File: config.mk
export PLATFORM = sky130hd
export DESIGN_NAME = fsc_cmd
export DESIGN_NICKNAME = d
export VERILOG_FILES = /design/src/fsc_pkg.sv /design/src/fsc_cmd.sv /design/src/fsc_sync.sv
export SDC_FILE = /design/constraint.sdc
export NUM_CORES = 1
export LEC_CHECK = 0
export BUFFER_PORTS_ARGS = -buffer_cell sky130_fd_sc_hd__buf_2
export CORE_ASPECT_RATIO = 0.5
export CORE_MARGIN = 4
export CORE_UTILIZATION = 56
export DETAILED_ROUTE_END_ITERATION = 16
export PLACE_DENSITY_LB_ADDON = 0.25
export SYNTH_ARGS = -nofsm -noshare
export SYNTH_HDL_FRONTEND = slang
export SYNTH_SLANG_ARGS = --single-unit
File: constraint.sdc
create_clock -name clk -period 2.3 [get_ports clk]
set_input_delay 0.46 -clock clk [delete_from_list [all_inputs] [get_ports clk]]
set_output_delay 0.46 -clock clk [all_outputs]
set_load 0.05 [all_outputs]
File: src/fsc_pkg.sv
// Purpose: Shared constants for the flash suspend / power-down / ID command block
// Assumes: Serial link sampled by a 100 MHz system clock
// Notes:   Opcodes used by the block, ID values and timing counts live here only
package fsc_pkg;

  // Opcodes
  localparam logic [7:0] OP_SUSPEND   = 8'h75;
  localparam logic [7:0] OP_RESUME    = 8'h7a;
  localparam logic [7:0] OP_PWRDOWN   = 8'hb9;
  localparam logic [7:0] OP_RELEASE   = 8'hab;
  localparam logic [7:0] OP_MFR_ID    = 8'h90;
  localparam logic [7:0] OP_MFR_ID_2  = 8'h92;
  localparam logic [7:0] OP_WRSR      = 8'h01;
  localparam logic [7:0] OP_SE        = 8'h20;
  localparam logic [7:0] OP_BE32      = 8'h52;
  localparam logic [7:0] OP_BE64      = 8'hd8;
  localparam logic [7:0] OP_CE_A      = 8'hc7;
  localparam logic [7:0] OP_CE_B      = 8'h60;
  localparam logic [7:0] OP_SEC_ERASE = 8'h44;
  localparam logic [7:0] OP_PP        = 8'h02;
  localparam logic [7:0] OP_QPP       = 8'h32;
  localparam logic [7:0] OP_SEC_PROG  = 8'h42;

  // Identification values: arbitrary neutral codes
  localparam logic [7:0] MFR_ID_VAL   = 8'h5a;
  localparam logic [7:0] DEV_ID_VAL   = 8'h17;

  // Frame bit counts
  localparam logic [5:0] OP_BITS      = 6'd8;
  localparam logic [5:0] DUMMY_BITS   = 6'd32;   // Opcode plus three dummy bytes
  localparam logic [5:0] ADDR_BITS    = 6'd32;   // Opcode plus 24-bit address
  localparam logic [5:0] ADDR2_CLKS   = 6'd24;   // Opcode 8 clocks plus 12 addr + 4 mode

  // Timing
  localparam int CLK_NS          = 10;
  localparam int RESUME_BUSY_NS  = 200;
  localparam int RESUME_CYC      = RESUME_BUSY_NS / CLK_NS; // Longest time, rounded down
  localparam int SUS_LAT_NS      = 20000;
  localparam int SUS_LAT_CYC     = SUS_LAT_NS / CLK_NS;
  localparam int DP_ENTRY_NS     = 3000;
  localparam int DP_ENTRY_CYC    = DP_ENTRY_NS / CLK_NS;
  localparam int RES_WAKE_NS     = 3000;
  localparam int RES_WAKE_CYC    = (RES_WAKE_NS + CLK_NS - 1) / CLK_NS;

  // Kind of self-timed operation
  typedef enum logic [1:0] {
    FSC_OP_NONE,
    FSC_OP_ERASE,
    FSC_OP_PROG,
    FSC_OP_CHIP
  } fsc_op_t;

endpackage

File: src/fsc_cmd.sv
// Purpose: Suspend/resume, deep power-down and ID read command handling
// Assumes: Serial clock well below clk/4; mode 0 framing; busy kind from the array
// Notes:   Array engine starts ops and reports progress; this block gates them
`timescale 1ns/10ps
`default_nettype none
////////////////////////////////////////////////////////////////////////////////
// How it works
// - Suspended: other sectors stay readable; programmable in erase suspend only
// - Suspend taken only if not suspended, busy
// - Suspend ignored during whole-chip erase
// - Erase suspend refuses status write and erases
// - Program suspend refuses status write and programs
// - Suspend sets flag now, busy drops quickly
// - Power loss clears suspended state and flag
// - Resume taken only if suspended and idle
// - Resume clears flag, busy within 200ns
// - Resume ignored after power-loss suspension ends
// - Power-down needs select rise after eighth bit
// - Power-down recognises only the release opcode
// - Device always starts in normal operation
// - Release alone wakes after wake time
// - Release plus dummies streams device ID
// - Release/ID ignored while busy
// - Opcode 90h streams maker then device ID
// - Dual ID: two bits per clock, alternating
// - Busy high during self-timed cycle only
module fsc_cmd
  import fsc_pkg::*;
(
  // Clock and reset (rst_n models power-on)
  input  wire logic       clk,
  input  wire logic       rst_n,
  // Serial pins
  input  wire logic       cs_n,
  input  wire logic       sck,
  input  wire logic       io0_in,
  input  wire logic       io1_in,
  output logic            io0_out,
  output logic            io0_oe,
  output logic            io1_out,
  output logic            io1_oe,
  // Array engine
  input  wire fsc_op_t    array_op,
  input  wire logic       array_done,
  output logic            array_pause,
  output logic            op_allow,
  // Status
  output logic            busy,
  output logic            suspend_status_bit,
  output logic            powered_down
);

  ////////////////////////////////////////////////////////////////////////////
  // Pin synchronisers
  logic cs_s, sck_s, io0_s, io1_s;
  fsc_sync u_cs  (.clk(clk), .rst_n(rst_n), .d(cs_n),   .q(cs_s));
  fsc_sync u_sck (.clk(clk), .rst_n(rst_n), .d(sck),    .q(sck_s));
  fsc_sync u_io0 (.clk(clk), .rst_n(rst_n), .d(io0_in), .q(io0_s));
  fsc_sync u_io1 (.clk(clk), .rst_n(rst_n), .d(io1_in), .q(io1_s));

  logic sck_d, cs_d;
  always_ff @(posedge clk or negedge rst_n) begin
    if (!rst_n) begin
      sck_d <= 1'b0;
      cs_d  <= 1'b1;
    end else begin
      sck_d <= sck_s;
      cs_d  <= cs_s;
    end
  end

  // Edges count only while selected; select resets high, so no false edge follows reset
  wire sck_rise = !cs_s && sck_s && !sck_d;
  wire sck_fall = !cs_s && !sck_s && sck_d;
  wire cs_rise  = cs_s && !cs_d;

  ////////////////////////////////////////////////////////////////////////////
  // Frame shifter: opcode byte, then clock count
  logic [7:0] opcode;
  logic [5:0] clk_cnt;
  logic       op_done;
  wire        in_opcode = clk_cnt < OP_BITS;

  always_ff @(posedge clk or negedge rst_n) begin
    if (!rst_n) begin
      opcode  <= 8'h00;
      clk_cnt <= 6'h00;
      op_done <= 1'b0;
    end else if (cs_s) begin
      clk_cnt <= 6'h00;
      op_done <= 1'b0;
    end else if (sck_rise) begin
      if (in_opcode) opcode <= {opcode[6:0], io0_s};
      if (clk_cnt != 6'h3f) clk_cnt <= clk_cnt + 6'h01;
      op_done <= (clk_cnt == OP_BITS - 6'h01);
    end
  end

  // Command exactly 8 clocks long when select rises
  wire exact8 = cs_rise && (clk_cnt == OP_BITS);

  ////////////////////////////////////////////////////////////////////////////
  // Suspend state
  typedef enum logic [1:0] {S_RUN, S_SUSPENDING, S_SUSPENDED, S_RESUMING} fsc_sus_t;
  fsc_sus_t sus_state;
  fsc_op_t  sus_kind;
  logic [15:0] lat_cnt;

  wire susp_ok = exact8 && !powered_down && (opcode == OP_SUSPEND) && busy
               && !suspend_status_bit
               && (array_op == FSC_OP_ERASE || array_op == FSC_OP_PROG);
  wire res_ok  = exact8 && !powered_down && (opcode == OP_RESUME)
               && suspend_status_bit && !busy;

  always_ff @(posedge clk or negedge rst_n) begin
    if (!rst_n) begin
      sus_state <= S_RUN;
      sus_kind  <= FSC_OP_NONE;
      lat_cnt   <= 16'h0000;
    end else begin
      unique case (sus_state)
        S_RUN: begin
          if (susp_ok) begin
            sus_state <= S_SUSPENDING;
            sus_kind  <= array_op;
            lat_cnt   <= 16'h0000;
          end
        end
        S_SUSPENDING: begin
          // Engine is given a fixed slot to reach a safe point
          lat_cnt <= lat_cnt + 16'h0001;
          if (lat_cnt == 16'(SUS_LAT_CYC - 1)) sus_state <= S_SUSPENDED;
        end
        S_SUSPENDED: begin
          if (res_ok) begin
            sus_state <= S_RESUMING;
            lat_cnt   <= 16'h0000;
          end
        end
        S_RESUMING: begin
          // Internal busy covers the gap until the engine reports again
          lat_cnt <= lat_cnt + 16'h0001;
          if (lat_cnt == 16'(RESUME_CYC - 2)) begin
            sus_state <= S_RUN;
            sus_kind  <= FSC_OP_NONE;
          end
        end
      endcase
    end
  end

  assign suspend_status_bit = (sus_state == S_SUSPENDING) || (sus_state == S_SUSPENDED);
  // Busy reflects the engine, masked while paused
  assign busy = ((array_op != FSC_OP_NONE) && !array_done
                && (sus_state == S_RUN)) || (sus_state == S_SUSPENDING)
                || (sus_state == S_RESUMING);
  assign array_pause = (sus_state == S_SUSPENDING) || (sus_state == S_SUSPENDED);

  // Opcode gating toward the engine
  wire is_erase = (opcode == OP_SE) || (opcode == OP_BE32) || (opcode == OP_BE64)
                || (opcode == OP_CE_A) || (opcode == OP_CE_B) || (opcode == OP_SEC_ERASE);
  wire is_prog  = (opcode == OP_PP) || (opcode == OP_QPP) || (opcode == OP_SEC_PROG);
  wire refuse_e = (sus_kind == FSC_OP_ERASE) && (is_erase || opcode == OP_WRSR);
  wire refuse_p = (sus_kind == FSC_OP_PROG) && (is_prog || opcode == OP_WRSR);
  // Other-sector reads, and programs under erase suspend, still pass while suspended
  assign op_allow = op_done && !powered_down && !refuse_e && !refuse_p
                  && !(busy && !suspend_status_bit);

  ////////////////////////////////////////////////////////////////////////////
  // Power-down state
  typedef enum logic [1:0] {P_NORMAL, P_ENTERING, P_DOWN, P_WAKING} fsc_pd_t;
  fsc_pd_t pd_state;
  logic [15:0] pd_cnt;
  wire rel_seen = cs_rise && (opcode == OP_RELEASE) && (clk_cnt >= OP_BITS);

  always_ff @(posedge clk or negedge rst_n) begin
    if (!rst_n) begin
      pd_state <= P_NORMAL;
      pd_cnt   <= 16'h0000;
    end else begin
      unique case (pd_state)
        P_NORMAL: begin
          // Entry refused while busy so a running cycle is never cut short
          if (exact8 && opcode == OP_PWRDOWN && !busy) begin
            pd_state <= P_ENTERING;
            pd_cnt   <= 16'h0000;
          end
        end
        P_ENTERING: begin
          pd_cnt <= pd_cnt + 16'h0001;
          if (pd_cnt == 16'(DP_ENTRY_CYC - 1)) pd_state <= P_DOWN;
        end
        P_DOWN: begin
          if (rel_seen) begin
            pd_state <= P_WAKING;
            pd_cnt   <= 16'h0000;
          end
        end
        P_WAKING: begin
          pd_cnt <= pd_cnt + 16'h0001;
          if (pd_cnt == 16'(RES_WAKE_CYC - 1)) pd_state <= P_NORMAL;
        end
      endcase
    end
  end

  assign powered_down = (pd_state != P_NORMAL);

  ////////////////////////////////////////////////////////////////////////////
  // ID output shifter
  typedef enum logic [1:0] {M_NONE, M_DEV, M_MFR, M_DUAL} fsc_id_t;
  fsc_id_t id_mode;
  logic [15:0] id_sh;
  logic        out_en;

  wire rel_ok  = (opcode == OP_RELEASE) && !busy;
  wire mfr_ok  = !powered_down && (opcode == OP_MFR_ID);
  wire dual_ok = !powered_down && (opcode == OP_MFR_ID_2);
  wire id_go   = sck_fall && !out_en &&
                 ((rel_ok && clk_cnt == DUMMY_BITS) || (mfr_ok && clk_cnt == ADDR_BITS)
                 || (dual_ok && clk_cnt == ADDR2_CLKS));
  // Output moves on falling serial edges so the host samples mid-bit on rises
  wire [15:0] pair = {MFR_ID_VAL, DEV_ID_VAL};

  always_ff @(posedge clk or negedge rst_n) begin
    if (!rst_n) begin
      id_mode <= M_NONE;
      id_sh   <= 16'h0000;
      out_en  <= 1'b0;
    end else if (cs_s) begin
      id_mode <= M_NONE;
      out_en  <= 1'b0;
    end else if (id_go) begin
      out_en <= 1'b1;
      if (rel_ok) begin
        id_mode <= M_DEV;
        id_sh   <= {DEV_ID_VAL, DEV_ID_VAL};
      end else if (mfr_ok) begin
        id_mode <= M_MFR;
        id_sh   <= pair;
      end else begin
        id_mode <= M_DUAL;
        id_sh   <= pair;
      end
    end else if (sck_fall && out_en) begin
      // Rotate so the stream repeats until select rises
      if (id_mode == M_DUAL) id_sh <= {id_sh[13:0], id_sh[15:14]};
      else                   id_sh <= {id_sh[14:0], id_sh[15]};
    end
  end

  // Dual mode puts the higher bit on io1; single mode drives io1 only
  assign io1_oe  = out_en;
  assign io0_oe  = out_en && (id_mode == M_DUAL);
  assign io1_out = id_sh[15];
  assign io0_out = (id_mode == M_DUAL) ? id_sh[14] : 1'b0;

  ////////////////////////////////////////////////////////////////////////////
  // Assertions
  // Each property watches one rule where the logic acts on it
  AST_SUS_SETS: assert property (@(posedge clk) disable iff (!rst_n)
    susp_ok |=> suspend_status_bit && busy) else $error("suspend flag not set");
  AST_SUS_IGN: assert property (@(posedge clk) disable iff (!rst_n)
    (exact8 && opcode == OP_SUSPEND && suspend_status_bit)
    |=> suspend_status_bit && $stable(sus_kind))
    else $error("suspend taken while suspended");
  AST_CHIP_IGN: assert property (@(posedge clk) disable iff (!rst_n)
    (sus_state == S_RUN && array_op == FSC_OP_CHIP) |=> sus_state == S_RUN)
    else $error("chip erase suspended");
  AST_ERASE_REF: assert property (@(posedge clk) disable iff (!rst_n)
    (sus_kind == FSC_OP_ERASE && is_erase) |-> !op_allow) else $error("erase passed");
  AST_PROG_REF: assert property (@(posedge clk) disable iff (!rst_n)
    (sus_kind == FSC_OP_PROG && opcode == OP_WRSR) |-> !op_allow) else $error("wrsr passed");
  AST_RES_BUSY: assert property (@(posedge clk) disable iff (!rst_n)
    res_ok |=> (!suspend_status_bit && busy) [*8]) else $error("resume busy wrong");
  AST_RES_DROP: assert property (@(posedge clk) disable iff (!rst_n)
    res_ok |=> !array_pause) else $error("engine still paused after resume");
  AST_RES_IGN: assert property (@(posedge clk) disable iff (!rst_n)
    (exact8 && opcode == OP_RESUME && (!suspend_status_bit || busy))
    |=> sus_state != S_RESUMING || $past(sus_state) == S_RESUMING)
    else $error("resume taken while not suspended or busy");
  AST_PD_ONLY: assert property (@(posedge clk) disable iff (!rst_n)
    (pd_state == P_DOWN) |-> !op_allow && !(id_go && !rel_ok)) else $error("op in power-down");
  AST_PD_ENTER: assert property (@(posedge clk) disable iff (!rst_n)
    (pd_state == P_NORMAL && exact8 && opcode == OP_PWRDOWN && !busy) |=> powered_down)
    else $error("power-down not entered");
  AST_PD_LATE: assert property (@(posedge clk) disable iff (!rst_n)
    (pd_state == P_NORMAL && cs_rise && clk_cnt != OP_BITS) |=> !powered_down)
    else $error("power-down without an exact opcode frame");
  AST_PD_KEEP: assert property (@(posedge clk) disable iff (!rst_n)
    (pd_state == P_DOWN && cs_rise && opcode != OP_RELEASE) |=> pd_state == P_DOWN)
    else $error("power-down left without release");
  AST_REL_BUSY: assert property (@(posedge clk) disable iff (!rst_n)
    (busy && opcode == OP_RELEASE) |-> !id_go) else $error("release while busy");
  AST_OE_DROP: assert property (@(posedge clk) disable iff (!rst_n)
    cs_s |=> !io1_oe && !io0_oe) else $error("output still driven after select rise");
  COV_REL_ID:  cover property (@(posedge clk) disable iff (!rst_n) rel_seen && out_en);
  COV_SUSPEND: cover property (@(posedge clk) disable iff (!rst_n) susp_ok);
  COV_RESUME:  cover property (@(posedge clk) disable iff (!rst_n) res_ok);
  COV_PD:      cover property (@(posedge clk) disable iff (!rst_n) pd_state == P_DOWN);
  COV_DUAL:    cover property (@(posedge clk) disable iff (!rst_n) id_go && dual_ok);

endmodule
`default_nettype wire

File: src/fsc_sync.sv
// Purpose: Two-flop synchroniser for pin levels
// Assumes: Input is asynchronous to clk
// Notes:   First stage feeds only the second stage
`timescale 1ns/10ps
`default_nettype none
module fsc_sync (
  // Clock and reset
  input  wire logic clk,
  input  wire logic rst_n,
  // Data
  input  wire logic d,
  output logic      q
);
  logic meta;

  // Reset value is idle-high so chip select starts deselected
  always_ff @(posedge clk or negedge rst_n) begin
    if (!rst_n) begin
      meta <= 1'b1;
      q    <= 1'b1;
    end else begin
      meta <= d;
      q    <= meta;
    end
  end
endmodule
`default_nettype wire

==> impl_metrics.py <==
metrics = {
    "cts": {
        "cts_max_level": 3,
        "cts_buffers": 9,
        "clk_latency_ns": 0.34,
        "clkSinkCount": 80,
        "cts.path.max_buffers": 2,
        "cts_tree": "done",
        "clkTransAtPathRegs_ns": 0.06,
        "cts_hold_buf": 0,
        "clock_tree.root_cell": "clkbuf_16",
    },
    "status": {
        "status": "finished, violations left",
        "violations": "negative setup slack",
    },
    "synthesis": {
        "ys_types": 70,
        "synth_enable_flop_cells": 0,
        "synth-async-reset-ratio_pct": 100,
        "synth.avg_cell_area_um2": 9.58,
        "netlist_instances": 479,
        "synth_top_area_share_pct": 39.8,
        "synth_common_cells": "73 x dfrtp_1, 41 x nand2_1, 35 x nor2_1",
        "synth_seq_cells": 80,
        "ys_warn_count": 0,
        "ys.flop_type": "dfrtp_1",
        "synth_area_mm2": 0.00459,
        "syn_nets": 504,
        "synth.largest_area_cell": "dfrtp_1",
        "yosys-top-cells-area": "dfrtp_1 40%, ha_1 4.4%, dfstp_2 4.0%, nand2_1 3.4%, nor2_1 2.9%",
        "synth.most_common_cell": "dfrtp_1",
        "seq_area_frac_synth_pct": 43.8,
    },
    "timing": {
        "period_minus_slack_ns": 2.67,
        "fin_crit_sh_pct": 116,
        "worstMarginPinSlew_ns": 0.912,
        "setup_viol": 2,
        "rsz0062_at_grt": "yes",
        "setup_ws_ns": -0.370,
        "slew_headroom_pct": 39.2,
        "max_freq_ghz": 0.375,
        "fin_skew_ns": 0.00600,
        "slew_viol_final": 0,
        "finalHoldViolations": 0,
        "setup_tns_ns": -0.427,
    },
    "routing": {
        "antenna_left": 0,
        "drt-total-wl_mm": 10.2,
        "viasPerCell": 5.90,
        "wire_per_inst_um": 15.6,
        "firstDrtPassIters": 4,
        "drc": 0,
        "first_iter_violations": 269,
        "vias": 3852,
    },
    "floorplanning": {
        "rows": 23,
        "initial_core_util_pct": 57.4,
        "die_y_um": 72.0,
        "die_w_um": 136,
        "ios": 18,
        "dieArea_mm2": 0.00980,
        "core_area_mm2": 0.00800,
    },
    "setup_path": {
        "r2r-start": "sus_state[0]",
        "path_max_fanout": 2,
        "r2r_cells": 9,
        "crit_buf_inv": 1,
        "cp_cell_sequence": "or4_4 > or4b_4 > o221ai_2 > nand3b_1 > and2_4 > buf_8",
        "worstPathArrival_ns": 2.21,
        "critPathSlowestCell": "or4_4",
        "start_kind": "flip-flop",
        "crit_path_end_kind": "primary output",
        "path_class": "reg2out",
        "required_ns": 1.84,
        "slowest_delay_ns": 0.54,
        "crit_family": "simple AND/OR/NAND/NOR gates",
        "reg2reg_slack_ns": -0.06,
        "reg2reg_to": "sus_state[1]",
    },
    "power_and_ir_drop": {
        "finalPower_uw": 3630,
        "cellLeakagePower_uw": 0.00252,
        "power_density_mw_per_mm2": 631,
        "vdd_drop_max_v": 0.000397,
    },
    "placed_design": {
        "routabilityCongestion": 0.838,
        "place_worst_setup_slack_ns": -0.238,
        "io_buffers": 16,
        "placed_area_mm2": 0.00520,
        "dp_hpwl_mm": 6.93,
        "place_inst": 636,
    },
    "final_layout": {
        "antenna_cells": 0,
        "nFillCells": 602,
        "syn2layout_area_growth_pct": 25.4,
        "layout.cell_area.non_filler_mm2": 0.00575,
        "layout.nets": 562,
        "fin_cells": 653,
        "layout-drive-gt1-share_pct": 30.9,
    },
    "global_route": {
        "overflow": 0,
        "antenna_found_initial": 0,
        "grt_pass1_vias": 3661,
        "grt_usage_pct": 21.7,
        "grt_pass1_wl_mm": 17.2,
        "grt_max_degree": 41,
    },
    "flow_run": {
        "maxCapViolations": 0,
    },
    "min_path": {
        "hold_class": "in2async",
    },
}
==> flip-flops by register name, indices dropped and copies added (netlist names), 2 cells and up <==
name	flops
lat_cnt	16
sus_state	2
id_sh	16
pd_state	2
sus_kind	2
opcode	8
pd_cnt	16
clk_cnt	6
id_mode	2
==> layout make-up <==
type | count | area [um^2] | share of cell area (%)
Multi-Input combinational cell | 350 | 2610 | 45.3
Sequential cell | 80 | 2010 | 34.9
Timing Repair Buffer | 74 | 569 | 9.89
Clock buffer | 12 | 256 | 4.46
Tap cell | 112 | 140 | 2.44
Inverter | 22 | 104 | 1.80
Clock inverter | 3 | 65.1 | 1.13
==> worst max-delay path by stage <==
| stage | from | to | slack [ns] | cells past startpoint |
|---|---|---|---|---|
| CTS | opcode[2] | op_allow | -0.36 | 6 |
| floorplan | array_op[1] | sus_state[1] | -0.1 | 9 |
| global route | opcode[2] | op_allow | -0.42 | 6 |
| finish | opcode[2] | op_allow | -0.37 | 6 |
| detailed placement | array_op[1] | lat_cnt[12] | -0.24 | 10 |
| global placement | array_op[1] | sus_state[1] | -0.18 | 9 |
==> power by group <==
part / total [uW] / switching (uW) / internal (uW)
logic: 549 / 290 / 259
registers: 1540 / 48.7 / 1490
clock network: 1540 / 539 / 1000
==> cells in the final DEF, fill, tap and decap left out, types with 7 or more instances in the layout <==
master      n
nand3_1    21
a31oi_1     7
a21oi_1    14
nand2b_1   13
nor3_1     10
buf_6       7
and3_1     15
clkbuf_16   9
inv_1      15
dfrtp_1    73
nand4_1     7
o21ai_1    23
mux2_2      9
o21ai_0    14
ha_1       13
nand2_1    39
o31ai_2    12
mux2i_1     9
buf_4      52
o2bb2ai_1   7
nor2_1     33
buf_2      13
dfstp_2     7
==> kinds of logic (layout without fill, tap and decap cells) <==
logic type / Yosys count / count (layout) / synth area share, %
AO/OA/AOI/OAI: 118 / 118 / 18.6
AND/OR/NAND/NOR: 190 / 191 / 22.7
XOR/XNOR: 3 / 3 / 0.573
multiplexers: 22 / 22 / 5.15
buffers and inverters: 50 / 111 / 4.80
adder cells (fa/ha/maj): 16 / 16 / 4.36
flip-flops: 80 / 80 / 43.8
==> routing by layer <==
layer  share of wire [%]  global-route usage (%)
met3                 3.2                    5.75
met1                  47                    28.8
met4                 1.0                    4.69
met5                   0                       0
met2                  49                    36.4
==> metrics by stage <==
| stage | utilization, % | hold WS, ns |
|---|---|---|
| 6_report | 71.9 | 0.0884 |
| 5_1_grt | 71.9 | 0.127 |
| 4_1_cts | 69.3 | 0.108 |
| 3_5_place_dp | 65.0 | 0.348 |
| 3_3_place_gp | 65.0 | 0.346 |
| 2_1_floorplan | - | 0.164 |
==> what timing repair did <==
action,4_1_cts,5_1_grt
gates resized for setup,7,45
pin swaps,1,13
setup endpoints to repair,21,38
gates cloned,0,1
buffers inserted,0,1
(Power assumes the default switching activity.)
